## src/hdl/pwmsy_pkg.sv

```systemverilog
// Package with register map, field positions and mode codes of the 16-bit waveform generator
package pwmsy_pkg;
  // ==========================================================
  // Register byte offsets
  localparam logic [7:0] OFF_CTRL   = 8'h00;
  localparam logic [7:0] OFF_OFCON  = 8'h04;
  localparam logic [7:0] OFF_LDCON  = 8'h08;
  localparam logic [7:0] OFF_PHASE  = 8'h0C;
  localparam logic [7:0] OFF_DUTY   = 8'h10;
  localparam logic [7:0] OFF_PERIOD = 8'h14;
  localparam logic [7:0] OFF_OFFSET = 8'h18;
  localparam logic [7:0] OFF_TIMER  = 8'h1C;
  localparam logic [7:0] OFF_CLKCON = 8'h20;
  localparam logic [7:0] OFF_FLAGS  = 8'h24;
  // ==========================================================
  // Field positions
  localparam int CTRL_EN_BIT   = 7;
  localparam int CTRL_OUT_BIT  = 5;
  localparam int CTRL_POL_BIT  = 4;
  localparam int CTRL_MODE_LSB = 2;
  localparam int OFCON_OFM_LSB = 0;
  localparam int OFCON_OFO_BIT = 4;
  localparam int LDCON_LDA_BIT = 7;
  localparam int FLAG_PR_BIT   = 0;
  localparam int FLAG_DC_BIT   = 1;
  localparam int FLAG_PH_BIT   = 2;
  localparam int FLAG_OF_BIT   = 3;
  // ==========================================================
  // Mode codes
  localparam logic [1:0] MODE_STD = 2'h0;
  localparam logic [1:0] MODE_SOM = 2'h1;
  localparam logic [1:0] MODE_TOG = 2'h2;
  localparam logic [1:0] MODE_CEN = 2'h3;
  localparam logic [1:0] OFM_IND  = 2'h0;
  localparam logic [1:0] OFM_SYNC = 2'h1;
  localparam logic [1:0] OFM_ONE  = 2'h2;
  localparam logic [1:0] OFM_CONT = 2'h3;
  // ==========================================================
  // Reset values and bus answers
  localparam logic [15:0] CNT_RST  = 16'h0000;
  localparam logic [7:0]  PSC_RST  = 8'h00;
  localparam logic [1:0]  RESP_OK  = 2'h0;
  localparam logic [1:0]  RESP_ERR = 2'h2;
endpackage

```

## src/hdl/pwmsy_top.sv

```systemverilog
// 16-bit waveform generator with offset sync, buffered reload and AXI4-Lite registers
`timescale 1ns/100ps
module pwmsy_top
  import pwmsy_pkg::*;
#(
  parameter int CW = 16
) (
  // Clock and reset
  input  wire logic          ref_clk,
  input  wire logic          srst,
  // AXI4-Lite write address
  input  wire logic [7:0]    s_axi_awaddr,
  input  wire logic          s_axi_awvalid,
  output logic               s_axi_awready,
  // AXI4-Lite write data
  input  wire logic [31:0]   s_axi_wdata,
  input  wire logic [3:0]    s_axi_wstrb,
  input  wire logic          s_axi_wvalid,
  output logic               s_axi_wready,
  // AXI4-Lite write response
  output logic [1:0]         s_axi_bresp,
  output logic               s_axi_bvalid,
  input  wire logic          s_axi_bready,
  // AXI4-Lite read address
  input  wire logic [7:0]    s_axi_araddr,
  input  wire logic          s_axi_arvalid,
  output logic               s_axi_arready,
  // AXI4-Lite read data
  output logic [31:0]        s_axi_rdata,
  output logic [1:0]         s_axi_rresp,
  output logic               s_axi_rvalid,
  input  wire logic          s_axi_rready,
  // Sibling modules, same clock
  input  wire logic          group_start_bit,
  input  wire logic          master_offset_hit,
  output logic               offset_hit_event,
  output logic               load_event,
  // Waveform
  output logic               pwm_out
);

  // ==========================================================
  // Register state
  logic          en_q, pol_q;
  logic [1:0]    mode_q, ofm_q;
  logic          ofo_b_q, ofo_op_q, lda_q;
  logic [CW-1:0] ph_b_q, dc_b_q, pr_b_q, of_b_q;
  logic [CW-1:0] ph_q, dc_q, pr_q, of_q;
  logic [7:0]    psc_q, ps_cnt_q;
  logic [3:0]    flag_q, mprev_q;
  logic          sw_pend_q, sw_val_q;

  // Timer state
  logic [CW-1:0] tmr_q, tg_cnt_q;
  logic          down_q, run_q, act_q, hit_pend_q;

  // Bus state
  logic          aw_have_q, w_have_q;
  logic [7:0]    awaddr_q;
  logic [31:0]   wdata_q;
  logic [3:0]    wstrb_q;

  function automatic logic [31:0] merge(input logic [31:0] old_v,
                                        input logic [31:0] new_v,
                                        input logic [3:0]  strb);
    logic [31:0] r;
    r = old_v;
    for (int i = 0; i < 4; i++) begin
      if (strb[i]) begin
        r[8*i +: 8] = new_v[8*i +: 8];
      end
    end
    return r;
  endfunction

  function automatic logic mapped(input logic [7:0] a);
    return (a <= OFF_FLAGS) && (a[1:0] == 2'h0);
  endfunction

  // ==========================================================
  // Write path
  logic        wr_go;
  logic [31:0] cur_w, nv_w;
  assign wr_go = aw_have_q && w_have_q && !s_axi_bvalid;

  always_comb begin
    case (awaddr_q)
      OFF_CTRL:   cur_w = {24'h0, en_q, 1'b0, act_q, pol_q, mode_q, 2'h0};
      OFF_OFCON:  cur_w = {27'h0, ofo_b_q, 2'h0, ofm_q};
      OFF_PHASE:  cur_w = 32'(ph_b_q);
      OFF_DUTY:   cur_w = 32'(dc_b_q);
      OFF_PERIOD: cur_w = 32'(pr_b_q);
      OFF_OFFSET: cur_w = 32'(of_b_q);
      OFF_CLKCON: cur_w = {24'h0, psc_q};
      default:    cur_w = 32'h0;
    endcase
  end
  assign nv_w = merge(cur_w, wdata_q, wstrb_q);

  always_ff @(posedge ref_clk) begin
    if (srst) begin
      aw_have_q     <= 1'b0;
      w_have_q      <= 1'b0;
      s_axi_awready <= 1'b1;
      s_axi_wready  <= 1'b1;
      s_axi_bvalid  <= 1'b0;
      s_axi_bresp   <= RESP_OK;
      awaddr_q      <= 8'h00;
      wdata_q       <= 32'h0;
      wstrb_q       <= 4'h0;
    end else begin
      if (s_axi_awvalid && s_axi_awready) begin
        aw_have_q     <= 1'b1;
        awaddr_q      <= s_axi_awaddr;
        s_axi_awready <= 1'b0;
      end
      if (s_axi_wvalid && s_axi_wready) begin
        w_have_q     <= 1'b1;
        wdata_q      <= s_axi_wdata;
        wstrb_q      <= s_axi_wstrb;
        s_axi_wready <= 1'b0;
      end
      if (wr_go) begin
        s_axi_bvalid <= 1'b1;
        s_axi_bresp  <= mapped(awaddr_q) ? RESP_OK : RESP_ERR;
      end
      if (s_axi_bvalid && s_axi_bready) begin
        s_axi_bvalid  <= 1'b0;
        aw_have_q     <= 1'b0;
        w_have_q      <= 1'b0;
        s_axi_awready <= 1'b1;
        s_axi_wready  <= 1'b1;
      end
    end
  end

  // ==========================================================
  // Read path
  logic [31:0] rd_w;
  always_comb begin
    case (s_axi_araddr)
      OFF_CTRL:   rd_w = {24'h0, en_q, 1'b0, act_q, pol_q, mode_q, 2'h0};
      OFF_OFCON:  rd_w = {27'h0, ofo_b_q, 2'h0, ofm_q};
      OFF_LDCON:  rd_w = {24'h0, lda_q, 7'h0};
      OFF_PHASE:  rd_w = 32'(ph_b_q);
      OFF_DUTY:   rd_w = 32'(dc_b_q);
      OFF_PERIOD: rd_w = 32'(pr_b_q);
      OFF_OFFSET: rd_w = 32'(of_b_q);
      OFF_TIMER:  rd_w = 32'(tmr_q);
      OFF_CLKCON: rd_w = {24'h0, psc_q};
      OFF_FLAGS:  rd_w = {28'h0, flag_q};
      default:    rd_w = 32'h0;
    endcase
  end

  always_ff @(posedge ref_clk) begin
    if (srst) begin
      s_axi_arready <= 1'b1;
      s_axi_rvalid  <= 1'b0;
      s_axi_rdata   <= 32'h0;
      s_axi_rresp   <= RESP_OK;
    end else if (s_axi_arvalid && s_axi_arready) begin
      s_axi_arready <= 1'b0;
      s_axi_rvalid  <= 1'b1;
      s_axi_rdata   <= rd_w;
      s_axi_rresp   <= mapped(s_axi_araddr) ? RESP_OK : RESP_ERR;
    end else if (s_axi_rvalid && s_axi_rready) begin
      s_axi_rvalid  <= 1'b0;
      s_axi_arready <= 1'b1;
    end
  end

  // ==========================================================
  // Timing and match decode
  logic          en_w, tick_w, prd_w, load_w;
  logic          ph_m, dc_m, of_m, cu_m, cd_m;
  logic [CW-1:0] cu_val;
  logic [3:0]    m_vec;

  assign en_w   = en_q || group_start_bit;
  assign tick_w = en_w && (ps_cnt_q >= psc_q);
  assign prd_w  = run_q && ((mode_q == MODE_CEN) ? (down_q && tmr_q == '0)
                                                 : (tmr_q >= pr_q));
  assign load_w = tick_w && prd_w && lda_q;
  assign cu_val = CW'(pr_q - dc_q);
  assign ph_m   = run_q && tmr_q == ph_q;
  assign dc_m   = run_q && tmr_q == dc_q;
  assign cu_m   = run_q && !down_q && tmr_q == cu_val;
  assign cd_m   = run_q && down_q && tmr_q == CW'(cu_val + 1'b1);
  assign of_m   = run_q && tmr_q == of_q &&
                  ((mode_q != MODE_CEN) || (down_q == ofo_op_q));
  assign m_vec  = {of_m, ph_m, dc_m, prd_w};

  always_ff @(posedge ref_clk) begin
    if (srst || !en_w || tick_w) begin
      ps_cnt_q <= 8'h00;
    end else begin
      ps_cnt_q <= ps_cnt_q + 8'h01;
    end
  end

  // ==========================================================
  // Control registers written by software
  logic wr_ctrl, wr_of, wr_ld;
  assign wr_ctrl = wr_go && awaddr_q == OFF_CTRL;
  assign wr_of   = wr_go && awaddr_q == OFF_OFCON;
  assign wr_ld   = wr_go && awaddr_q == OFF_LDCON && nv_w[LDCON_LDA_BIT];

  always_ff @(posedge ref_clk) begin
    if (srst) begin
      en_q    <= 1'b0;
      pol_q   <= 1'b0;
      mode_q  <= MODE_STD;
      ofm_q   <= OFM_IND;
      ofo_b_q <= 1'b0;
      psc_q   <= PSC_RST;
      ph_b_q  <= CNT_RST;
      dc_b_q  <= CNT_RST;
      pr_b_q  <= CNT_RST;
      of_b_q  <= CNT_RST;
    end else if (wr_go) begin
      case (awaddr_q)
        OFF_CTRL: begin
          en_q   <= nv_w[CTRL_EN_BIT];
          pol_q  <= nv_w[CTRL_POL_BIT];
          mode_q <= nv_w[CTRL_MODE_LSB +: 2];
        end
        OFF_OFCON: begin
          ofm_q   <= nv_w[OFCON_OFM_LSB +: 2];
          ofo_b_q <= nv_w[OFCON_OFO_BIT];
        end
        OFF_PHASE:  ph_b_q <= nv_w[CW-1:0];
        OFF_DUTY:   dc_b_q <= nv_w[CW-1:0];
        OFF_PERIOD: pr_b_q <= nv_w[CW-1:0];
        OFF_OFFSET: of_b_q <= nv_w[CW-1:0];
        OFF_CLKCON: psc_q  <= nv_w[7:0];
        default: begin
        end
      endcase
    end
  end

  // ==========================================================
  // Buffered reload
  always_ff @(posedge ref_clk) begin
    if (srst) begin
      lda_q <= 1'b0;
    end else if (wr_ld) begin
      lda_q <= 1'b1;                                               // Set wins over load clear
    end else if (load_w) begin
      lda_q <= 1'b0;
    end
  end

  always_ff @(posedge ref_clk) begin
    if (srst) begin
      ph_q     <= CNT_RST;
      dc_q     <= CNT_RST;
      pr_q     <= CNT_RST;
      of_q     <= CNT_RST;
      ofo_op_q <= 1'b0;
    end else if (!en_w || load_w) begin
      ph_q     <= ph_b_q;
      dc_q     <= dc_b_q;
      pr_q     <= pr_b_q;
      of_q     <= of_b_q;
      ofo_op_q <= ofo_b_q;
    end
  end

  always_ff @(posedge ref_clk) begin
    if (srst) begin
      load_event <= 1'b0;
    end else begin
      load_event <= load_w;
    end
  end

  // ==========================================================
  // Offset sync
  // Master hit may fall between our ticks, so hold it until consumed
  always_ff @(posedge ref_clk) begin
    if (srst || !en_w) begin
      hit_pend_q <= 1'b0;
    end else if (master_offset_hit) begin
      hit_pend_q <= 1'b1;
    end else if (tick_w) begin
      hit_pend_q <= 1'b0;
    end
  end

  always_ff @(posedge ref_clk) begin
    if (srst || !en_w) begin
      run_q <= 1'b0;
    end else if (tick_w) begin
      case (ofm_q)
        OFM_IND:  run_q <= 1'b1;
        OFM_SYNC: run_q <= run_q || hit_pend_q;
        OFM_ONE:  run_q <= hit_pend_q || (run_q && !prd_w);
        OFM_CONT: run_q <= run_q || hit_pend_q;
        default:  run_q <= run_q;
      endcase
    end
  end

  // ==========================================================
  // Waveform timer
  always_ff @(posedge ref_clk) begin
    if (srst || !en_w) begin
      tmr_q  <= CNT_RST;
      down_q <= 1'b0;
    end else if (tick_w && run_q) begin
      if (ofm_q == OFM_CONT && hit_pend_q) begin
        tmr_q  <= CW'(1);
        down_q <= 1'b0;
      end else if (mode_q == MODE_CEN) begin
        if (prd_w) begin
          tmr_q  <= CW'(1);
          down_q <= 1'b0;
        end else if (!down_q && tmr_q >= pr_q) begin
          tmr_q  <= CW'(tmr_q - 1'b1);
          down_q <= 1'b1;
        end else if (down_q) begin
          tmr_q <= CW'(tmr_q - 1'b1);
        end else begin
          tmr_q <= CW'(tmr_q + 1'b1);
        end
      end else if (prd_w) begin
        tmr_q  <= CNT_RST;
        down_q <= 1'b0;
      end else begin
        tmr_q <= CW'(tmr_q + 1'b1);
      end
    end
  end

  // ==========================================================
  // Output level
  always_ff @(posedge ref_clk) begin
    if (srst || !en_w) begin
      tg_cnt_q <= CNT_RST;
    end else if (tick_w && prd_w) begin
      tg_cnt_q <= (tg_cnt_q >= ph_q) ? CNT_RST : CW'(tg_cnt_q + 1'b1);
    end
  end

  // Level writes only matter in set-on-match; other modes drop them
  always_ff @(posedge ref_clk) begin
    if (srst) begin
      sw_pend_q <= 1'b0;
      sw_val_q  <= 1'b0;
    end else if (wr_ctrl && mode_q == MODE_SOM && nv_w[CTRL_MODE_LSB +: 2] == MODE_SOM) begin
      sw_pend_q <= 1'b1;
      sw_val_q  <= nv_w[CTRL_OUT_BIT];
    end else if (tick_w) begin
      sw_pend_q <= 1'b0;
    end
  end

  always_ff @(posedge ref_clk) begin
    if (srst || !en_w) begin
      act_q <= 1'b0;
    end else if (tick_w) begin
      case (mode_q)
        MODE_STD: begin
          if (dc_m) begin
            act_q <= 1'b0;
          end else if (ph_m) begin
            act_q <= 1'b1;
          end
        end
        MODE_SOM: begin
          if (sw_pend_q) begin
            act_q <= sw_val_q;
          end else if (ph_m && tmr_q <= pr_q) begin
            act_q <= 1'b1;
          end
        end
        MODE_TOG: begin
          if (prd_w && tg_cnt_q >= ph_q) begin
            act_q <= !act_q;
          end
        end
        MODE_CEN: begin
          if (cu_m) begin
            act_q <= 1'b1;
          end else if (cd_m) begin
            act_q <= 1'b0;
          end
        end
        default: act_q <= act_q;
      endcase
    end
  end

  // Inversion sits after enable gating so it holds while disabled
  always_ff @(posedge ref_clk) begin
    if (srst) begin
      pwm_out <= 1'b0;
    end else begin
      pwm_out <= act_q ^ pol_q;
    end
  end

  always_ff @(posedge ref_clk) begin
    if (srst) begin
      offset_hit_event <= 1'b0;
    end else begin
      offset_hit_event <= tick_w && of_m;
    end
  end

  // ==========================================================
  // Match flags, write one to clear, set wins
  always_ff @(posedge ref_clk) begin
    if (srst) begin
      mprev_q <= 4'h0;
    end else if (tick_w || !en_w) begin
      mprev_q <= tick_w ? m_vec : 4'h0;
    end
  end

  always_ff @(posedge ref_clk) begin
    if (srst) begin
      flag_q <= 4'h0;
    end else begin
      for (int i = 0; i < 4; i++) begin
        if (tick_w && m_vec[i] && !mprev_q[i]) begin
          flag_q[i] <= 1'b1;
        end else if (wr_go && awaddr_q == OFF_FLAGS && wstrb_q[0] && wdata_q[i]) begin
          flag_q[i] <= 1'b0;
        end
      end
    end
  end

endmodule

```

## config.mk

```make
export PLATFORM = sky130hd
export DESIGN_NAME = pwmsy_top
export DESIGN_NICKNAME = d
export VERILOG_FILES = /design/src/hdl/pwmsy_pkg.sv /design/src/hdl/pwmsy_top.sv
export SDC_FILE = /design/constraint.sdc
export NUM_CORES = 1
export LEC_CHECK = 0
export BUFFER_PORTS_ARGS = -buffer_cell sky130_fd_sc_hd__buf_2
export CORE_ASPECT_RATIO = 1.75
export CORE_UTILIZATION = 45
export CTS_CLUSTER_DIAMETER = 60
export DETAILED_ROUTE_END_ITERATION = 8
export SYNTH_ARGS = -nofsm -noshare
export SYNTH_HDL_FRONTEND = slang
export SYNTH_SLANG_ARGS = --single-unit
```

## constraint.sdc

```tcl
create_clock -name ref_clk -period 10 [get_ports ref_clk]
set_input_delay 1.5 -clock ref_clk [delete_from_list [all_inputs] [get_ports ref_clk]]
set_output_delay 1.5 -clock ref_clk [all_outputs]
set_load 0.01 [all_outputs]
```

## Yosys cells after proc, flatten, opt, wreduce, memory -nomap -nowiden

Cells that the tools add are included.

| storage, ports and cells | value |
|---|---|
| register bits after elaboration | 271 |
| latch bits | 0 |
| bits in writable memories | 0 |
| memory bits (read-only) | 0 |
| input port bits | 61 |
| output and inout bits | 44 |
| logic and storage cells | 231 |
| memories | 0 |

| operators by class | value |
|---|---|
| add/subtract/negate cells | 6 |
| multiply operators | 0 |
| div/mod/pow operators | 0 |
| magnitude comparators | 6 |
| equality and inequality tests | 35 |
| shift-type cells | 0 |
| multiplexer cells | 46 |
| bitwise logic cells | 1 |
| reductions and logical operators | 91 |

Operators with widths:

| cell | count |
|---|---|
| $pmux W16 S10 | 1 |
| $mux W16 | 7 |
| $pmux W16 S7 | 1 |
| $eq A16 B16 Y1 | 5 |
| $eq A8 B5 Y1 const B | 7 |
| $add A16 B1 Y16 const B | 3 |
| $logic_and A1 B1 Y1 | 46 |
| $eq A8 B4 Y1 const B | 4 |
| $eq A8 B6 Y1 const B | 4 |
| $ge A16 B16 Y1 | 2 |
| $mux W1 | 30 |
| $eq A8 B3 Y1 const B | 2 |
| $le A16 B16 Y1 | 1 |
| $le A8 B6 Y1 const B | 2 |
| $logic_not A16 Y1 | 1 |
| $logic_not A8 Y1 | 2 |
| $mux W8 | 2 |
| $reduce_bool A2 Y1 | 8 |
| $sub A16 B1 Y16 const B | 1 |
| $sub A16 B16 Y16 | 1 |
| $reduce_and A2 Y1 | 7 |
| $logic_not A1 Y1 | 9 |
| $add A8 B1 Y8 const B | 1 |
| $eq A2 B2 Y1 const B | 4 |
| 17 further kinds | 34 |

## Logic depth before layout (Yosys ltp)

| logic depth | value |
|---|---|
| depth after elaboration | 8 |
| mapped depth | 15 |
| mapped depth without buffers | 14 |

## Worst setup path after synthesis

OpenSTA, ideal clock, no wires.

| timing | value |
|---|---|
| path kind | reg-to-reg |
| start point | reg pr_q[0] |
| end point | reg act_q |
| library setup time | 0.123 ns |
| arrival time | 3.482 ns |
| required time | 9.877 ns |
| slack | 6.395 ns |
| cell stages (with the launch flop) | 15 |
| buffers on the path | 0 |
| period minus slack after synthesis | 3.605 ns |
| path through | dfxtp_1 -> inv_1 -> ha_1 -> fa_1 -> nand2b_1 -> a21oi_1 -> xnor2_1 -> or4_4 -> or3_4 -> xnor2_2 -> o211a_1 -> a221oi_1 -> nor4b_2 -> a31oi_1 -> mux2_1 |

| between the ends | value |
|---|---|
| longest elaborated chain between the ends | 6 |
| elaborated cells between the ends (all ways) | 18 |
| classes of those cells | 2 x add/sub; 2 x order compare; 5 x eq/ne; 3 x mux; 6 x reduce/logical |

RTL lines:

| item | line | text |
|---|---|---|
| start: declaration | pwmsy_top.sv:48 | `logic [CW-1:0] ph_q, dc_q, pr_q, of_q;` |
| start signal: assignment | pwmsy_top.sv:265 | `pr_q <= pr_b_q;` |
| $sub A16 B16 Y16 or $ge A16 B16 Y1 (tied branches) | pwmsy_top.sv:185, pwmsy_top.sv:183 |  |
| $add A16 B1 Y16 or $mux W1 (tied branches) | pwmsy_top.sv:189, pwmsy_top.sv:182 |  |
| $eq A16 B16 Y1 or $logic_and A1 B1 Y1 (tied branches) | pwmsy_top.sv:189, pwmsy_top.sv:182 |  |
| $logic_and A1 B1 Y1, on equally long branches | pwmsy_top.sv:189, pwmsy_top.sv:380 |  |
| $ne A3 B3 Y1 (no source line) or $ne A2 B2 Y1 (tied branches) | n/a |  |
| $reduce_and A5 Y1 (no source line) | n/a |  |
| end signal: assignment | pwmsy_top.sv:374 | `act_q <= sw_val_q;` |
| end signal: assignment | pwmsy_top.sv:381 | `act_q <= !act_q;` |
| end signal: assignment | pwmsy_top.sv:391 | `default: act_q <= act_q;` |
| end: declaration | pwmsy_top.sv:55 | `logic down_q, run_q, act_q, hit_pend_q;` |

Parallel ways exist; a longest one is shown, timed or not.
A chain may end at the register's enable or synchronous reset.

## Worst setup path in the final report

| timing | value |
|---|---|
| start point | reg tmr_q[15] |
| end point | reg act_q |

| between the ends | value |
|---|---|
| longest elaborated chain between the ends | 7 |
| elaborated cells between the ends (all ways) | 24 |
| classes of those cells | 2 x order compare; 8 x eq/ne; 4 x mux; 10 x reduce/logical |

RTL lines:

| item | line | text |
|---|---|---|
| start: declaration | pwmsy_top.sv:54 | `logic [CW-1:0] tmr_q, tg_cnt_q;` |
| start signal: assignment | pwmsy_top.sv:321 | `tmr_q <= CW'(tmr_q - 1'b1);` |
| start signal: assignment | pwmsy_top.sv:324 | `tmr_q <= CW'(tmr_q - 1'b1);` |
| start signal: assignment | pwmsy_top.sv:326 | `tmr_q <= CW'(tmr_q + 1'b1);` |
| parallel branches: the longest is 7 deep, another holds $ge A16 B16 Y1 | n/a |  |

Parallel ways; which one is timed is not known.

==> impl_metrics.tcl <==
set metrics [dict create \
    num_vias 13220 \
    clockBufferDepth 3 \
    cts_resized 0 \
    path_cells "ha_1 -> nand4_1 -> inv_1 -> a221oi_1 -> nand3_1 -> a21boi_1 -> or3_1 -> a311o_1 -> a21oi_1 -> nor4b_2 -> a31oi_1 -> mux2_1" \
    hold_start "mprev_q[1]" \
    drv_slew 0 \
    clock-sinks 253 \
    reg2reg_slack_ns 5.66 \
    r2r_end "act_q" \
    status "finished, final reports clean" \
    worst_slew_pin_slew_ns 1.140 \
    cts-root-buf "clkbuf_16" \
    hold_path_end "mprev_q[1]" \
    pwr-share-clk_pct 45.8 \
    grt_pass1_wl_mm 69.82 \
    wirelength_mm 44.67 \
    cts_tree "yes" \
    first_pass_iters 8 \
    hold_depth 2 \
    yosysSeqAreaShare_pct 36.41 \
    skew_ns 0.01239 \
    async_flop_share_pct 0 \
    worstSetupPathDepth 12 \
    crit_family "compound AO/OA/AOI/OAI gates" \
    die_w_um 134.9 \
    ff2ff_path_depth 12 \
    setup_tns_ns 0 \
    fillers 3075 \
    critPathArrivalTime_ns 4.76 \
    synth_cells 1821 \
    syn-cell-area_um2 13910 \
    drc 0 \
    antennaDiodeCount 0 \
    grt_usage_pct 28.64 \
    netlist_top_cells_area "dfxtp_1 36%, a21oi_1 8.7%, nand2_1 8.1%" \
    relSlewSlack_pct 23.34 \
    initial_core_util_pct 45.96 \
    worstReg2RegStart "tmr_q[15]" \
    crit_slowest_cell "dfxtp_1" \
    vias_per_cell 5.870 \
    max_freq_ghz 0.2307 \
    fin_crit_sh_pct 43.35 \
    required_ns 10.42 \
    dieHeight_um 234.6 \
    swShare_pct 23.96 \
    end_kind "register" \
    slowest_delay_ns 0.70 \
    clkLatencyLatePin_ns 0.54 \
    numPortBuffers 68 \
    grt_pass1_vias 12530 \
    cts_buffers 25 \
    antenna_found_initial 0 \
    grt_max_degree 81 \
    p_leak_nw 5.776 \
    maxCapViolations 0 \
    cp_max_fo 8 \
    ant_nets 0 \
    die_area_um2 31650 \
    post_cts_buffers 0 \
    p_seq_share_pct 49.1 \
    p_sw_uw 502.5 \
    ys_ff_latch 253 \
    ir_drop_uv 146.5 \
    post-synth-top-area-cell "dfxtp_1" \
    place_hpwl_mm 32.59 \
    htree_levels 1 \
    path_buf_inv 1 \
    power.density_nw_per_um2 136.4 \
    synth_cell_type_count 79 \
    syn_to_final_growth_pct 10.57 \
    netlist.area_leader.share_pct 36.41 \
    finalHoldViolations 0 \
    drive_above_1_share_pct 8.794 \
    criticalPathCategory "register to register" \
    post-route-min-period_ns 4.335 \
    fin_nets 1969 \
    postSynthAreaPerCell_um2 7.639 \
    internal-power_mw 1.595 \
    drt_iter0_drc 1028 \
    ys.flop_type "dfxtp_1" \
    hold_path.class "register to register" \
    cp-start-kind "register" \
    combPwrFrac_pct 5.1 \
    rows 84 \
    ctsHoldBuffers 0 \
    hold_ws_ns 0.4434 \
    ioPinCount 105 \
    core_um2 30270 \
    setup_viol 0 \
    drt-wirelength-per-cell_um 19.84 \
    gr-total-overflow 0 \
    clk_pin_slew_ns 0.06 \
    ys_warn_count 0 \
    synth-edff-count 0 \
    gp_congestion 0.9444 \
    rsz0062_at_grt "no" \
]
[layout make-up]
type | count | area, um2 | area share [%]
Multi-Input combinational cell | 1393 | 8162 | 53.06
Sequential cell | 253 | 5065 | 32.93
Clock buffer | 34 | 709.4 | 4.612
Timing Repair Buffer | 96 | 556.8 | 3.620
Tap cell | 387 | 484.2 | 3.148
Inverter | 78 | 292.8 | 1.904
Clock inverter | 11 | 111.4 | 0.7240
[metrics by stage]
stage          util (%)  area [um2]  std cells  setup slack, ns  total power, mW
2_1_floorplan         -       13970       1838            6.395            1.123
3_3_place_gp      48.10       14560       2207            5.346            1.157
3_5_place_dp      48.10       14560       2207            5.368            1.158
4_1_cts           50.81       15380       2252            5.678            2.112
5_1_grt           50.81       15380       2252            5.448            2.162
6_report          50.81       15380       2252            5.665            2.097
[worst register-to-register path: stages (launching register included)]
cell and delay [ns]:
dfxtp_1 0.70, ha_1 0.38, nand4_1 0.20, inv_1 0.07
a221oi_1 0.63, nand3_1 0.29, a21boi_1 0.43, or3_1 0.22
a311o_1 0.29, a21oi_1 0.07, nor4b_2 0.16, a31oi_1 0.41
mux2_1 0.37
[synth_stat cells, types with 20 or more instances]
cell type / count
inv_1: 77
nand4_1: 24
ha_1: 60
nor3_1: 32
nand2_1: 302
nand3_1: 56
a22oi_1: 64
a31oi_1: 20
clkbuf_1: 87
o21ai_0: 37
dfxtp_1: 253
nor2_1: 204
a21oi_1: 241
xor2_1: 45
xnor2_1: 63
mux2i_1: 21
[per-layer routing]
layer / vias up / GRT usage [%] / share of wire (%)
met5: - / 0 / 0
met2: 503 / 51.39 / 51
met4: 0 / 16.75 / 5.9
met1: 6223 / 32.77 / 38
li1: 6356 / - / -
met3: 138 / 2.778 / 5.4
[cell usage in the layout (no fill, tap or decap), types with 7 or more instances in the layout]
| master | count |
|---|---|
| xnor2_1 | 63 |
| a22o_1 | 8 |
| a221oi_1 | 8 |
| nand2b_1 | 18 |
| o21a_1 | 13 |
| nor2_1 | 202 |
| nor3_1 | 30 |
| mux2i_1 | 21 |
| o21ai_0 | 37 |
| a22oi_1 | 64 |
| xor2_1 | 45 |
| nor4_1 | 13 |
| clkinv_2 | 7 |
| nand4_1 | 24 |
| a222oi_1 | 11 |
| buf_4 | 28 |
| nand2_1 | 301 |
| ha_1 | 60 |
| nor2b_1 | 7 |
| and3_1 | 11 |
| and2_1 | 7 |
| clkbuf_16 | 25 |
| a21oi_1 | 240 |
| nand3_1 | 56 |
| dfxtp_1 | 253 |
| inv_1 | 77 |
| a21o_1 | 14 |
| conb_1 | 18 |
| or3_1 | 12 |
| buf_2 | 67 |
| a31oi_1 | 20 |
[registers in the layout, indices dropped and copies added, names as in the netlist, 8 cells and up]
signal and flops:
dc_b_q 16, ps_cnt_q 8, of_q 16, wdata_q 16
ph_b_q 16, ph_q 16, tmr_q 16, of_b_q 16
dc_q 16, s_axi_rdata 16, pr_q 16, awaddr_q 8
psc_q 8, pr_b_q 16, tg_cnt_q 16
[kinds of logic (layout without fill, tap and decap cells)]
logic type               after synthesis  count (layout)  synth area share [%]
other                                  1              18               0.02696
flip-flops                           253             253                 36.41
adder cells (fa/ha/maj)               61              61                 5.541
multiplexers                          22              22                 1.592
AND/OR/NAND/NOR                      719             719                 23.09
XOR/XNOR                             110             110                 7.034
AO/OA/AOI/OAI                        463             463                 20.63
buffers and inverters                192             219                 5.675
[power by group through the flow]
stage | clock network [mW] | registers, mW | logic, mW
6_report | 0.961 | 1.03 | 0.106
3_3_place_gp | 0 | 1.05 | 0.105
2_1_floorplan | 0 | 1.05 | 0.0746
5_1_grt | 1.01 | 1.03 | 0.117
3_5_place_dp | 0 | 1.05 | 0.106
4_1_cts | 0.976 | 1.03 | 0.106
[how the worst max path moves through the flow]
stage,startpoint,end
2_1_floorplan,pr_q[0],act_q
3_3_place_gp,s_axi_araddr[4],s_axi_rdata[7]
3_5_place_dp,s_axi_araddr[4],s_axi_rdata[0]
4_1_cts,tmr_q[15],act_q
5_1_grt,tmr_q[15],act_q
6_report,tmr_q[15],act_q
Power figures use the tool's default switching activity.
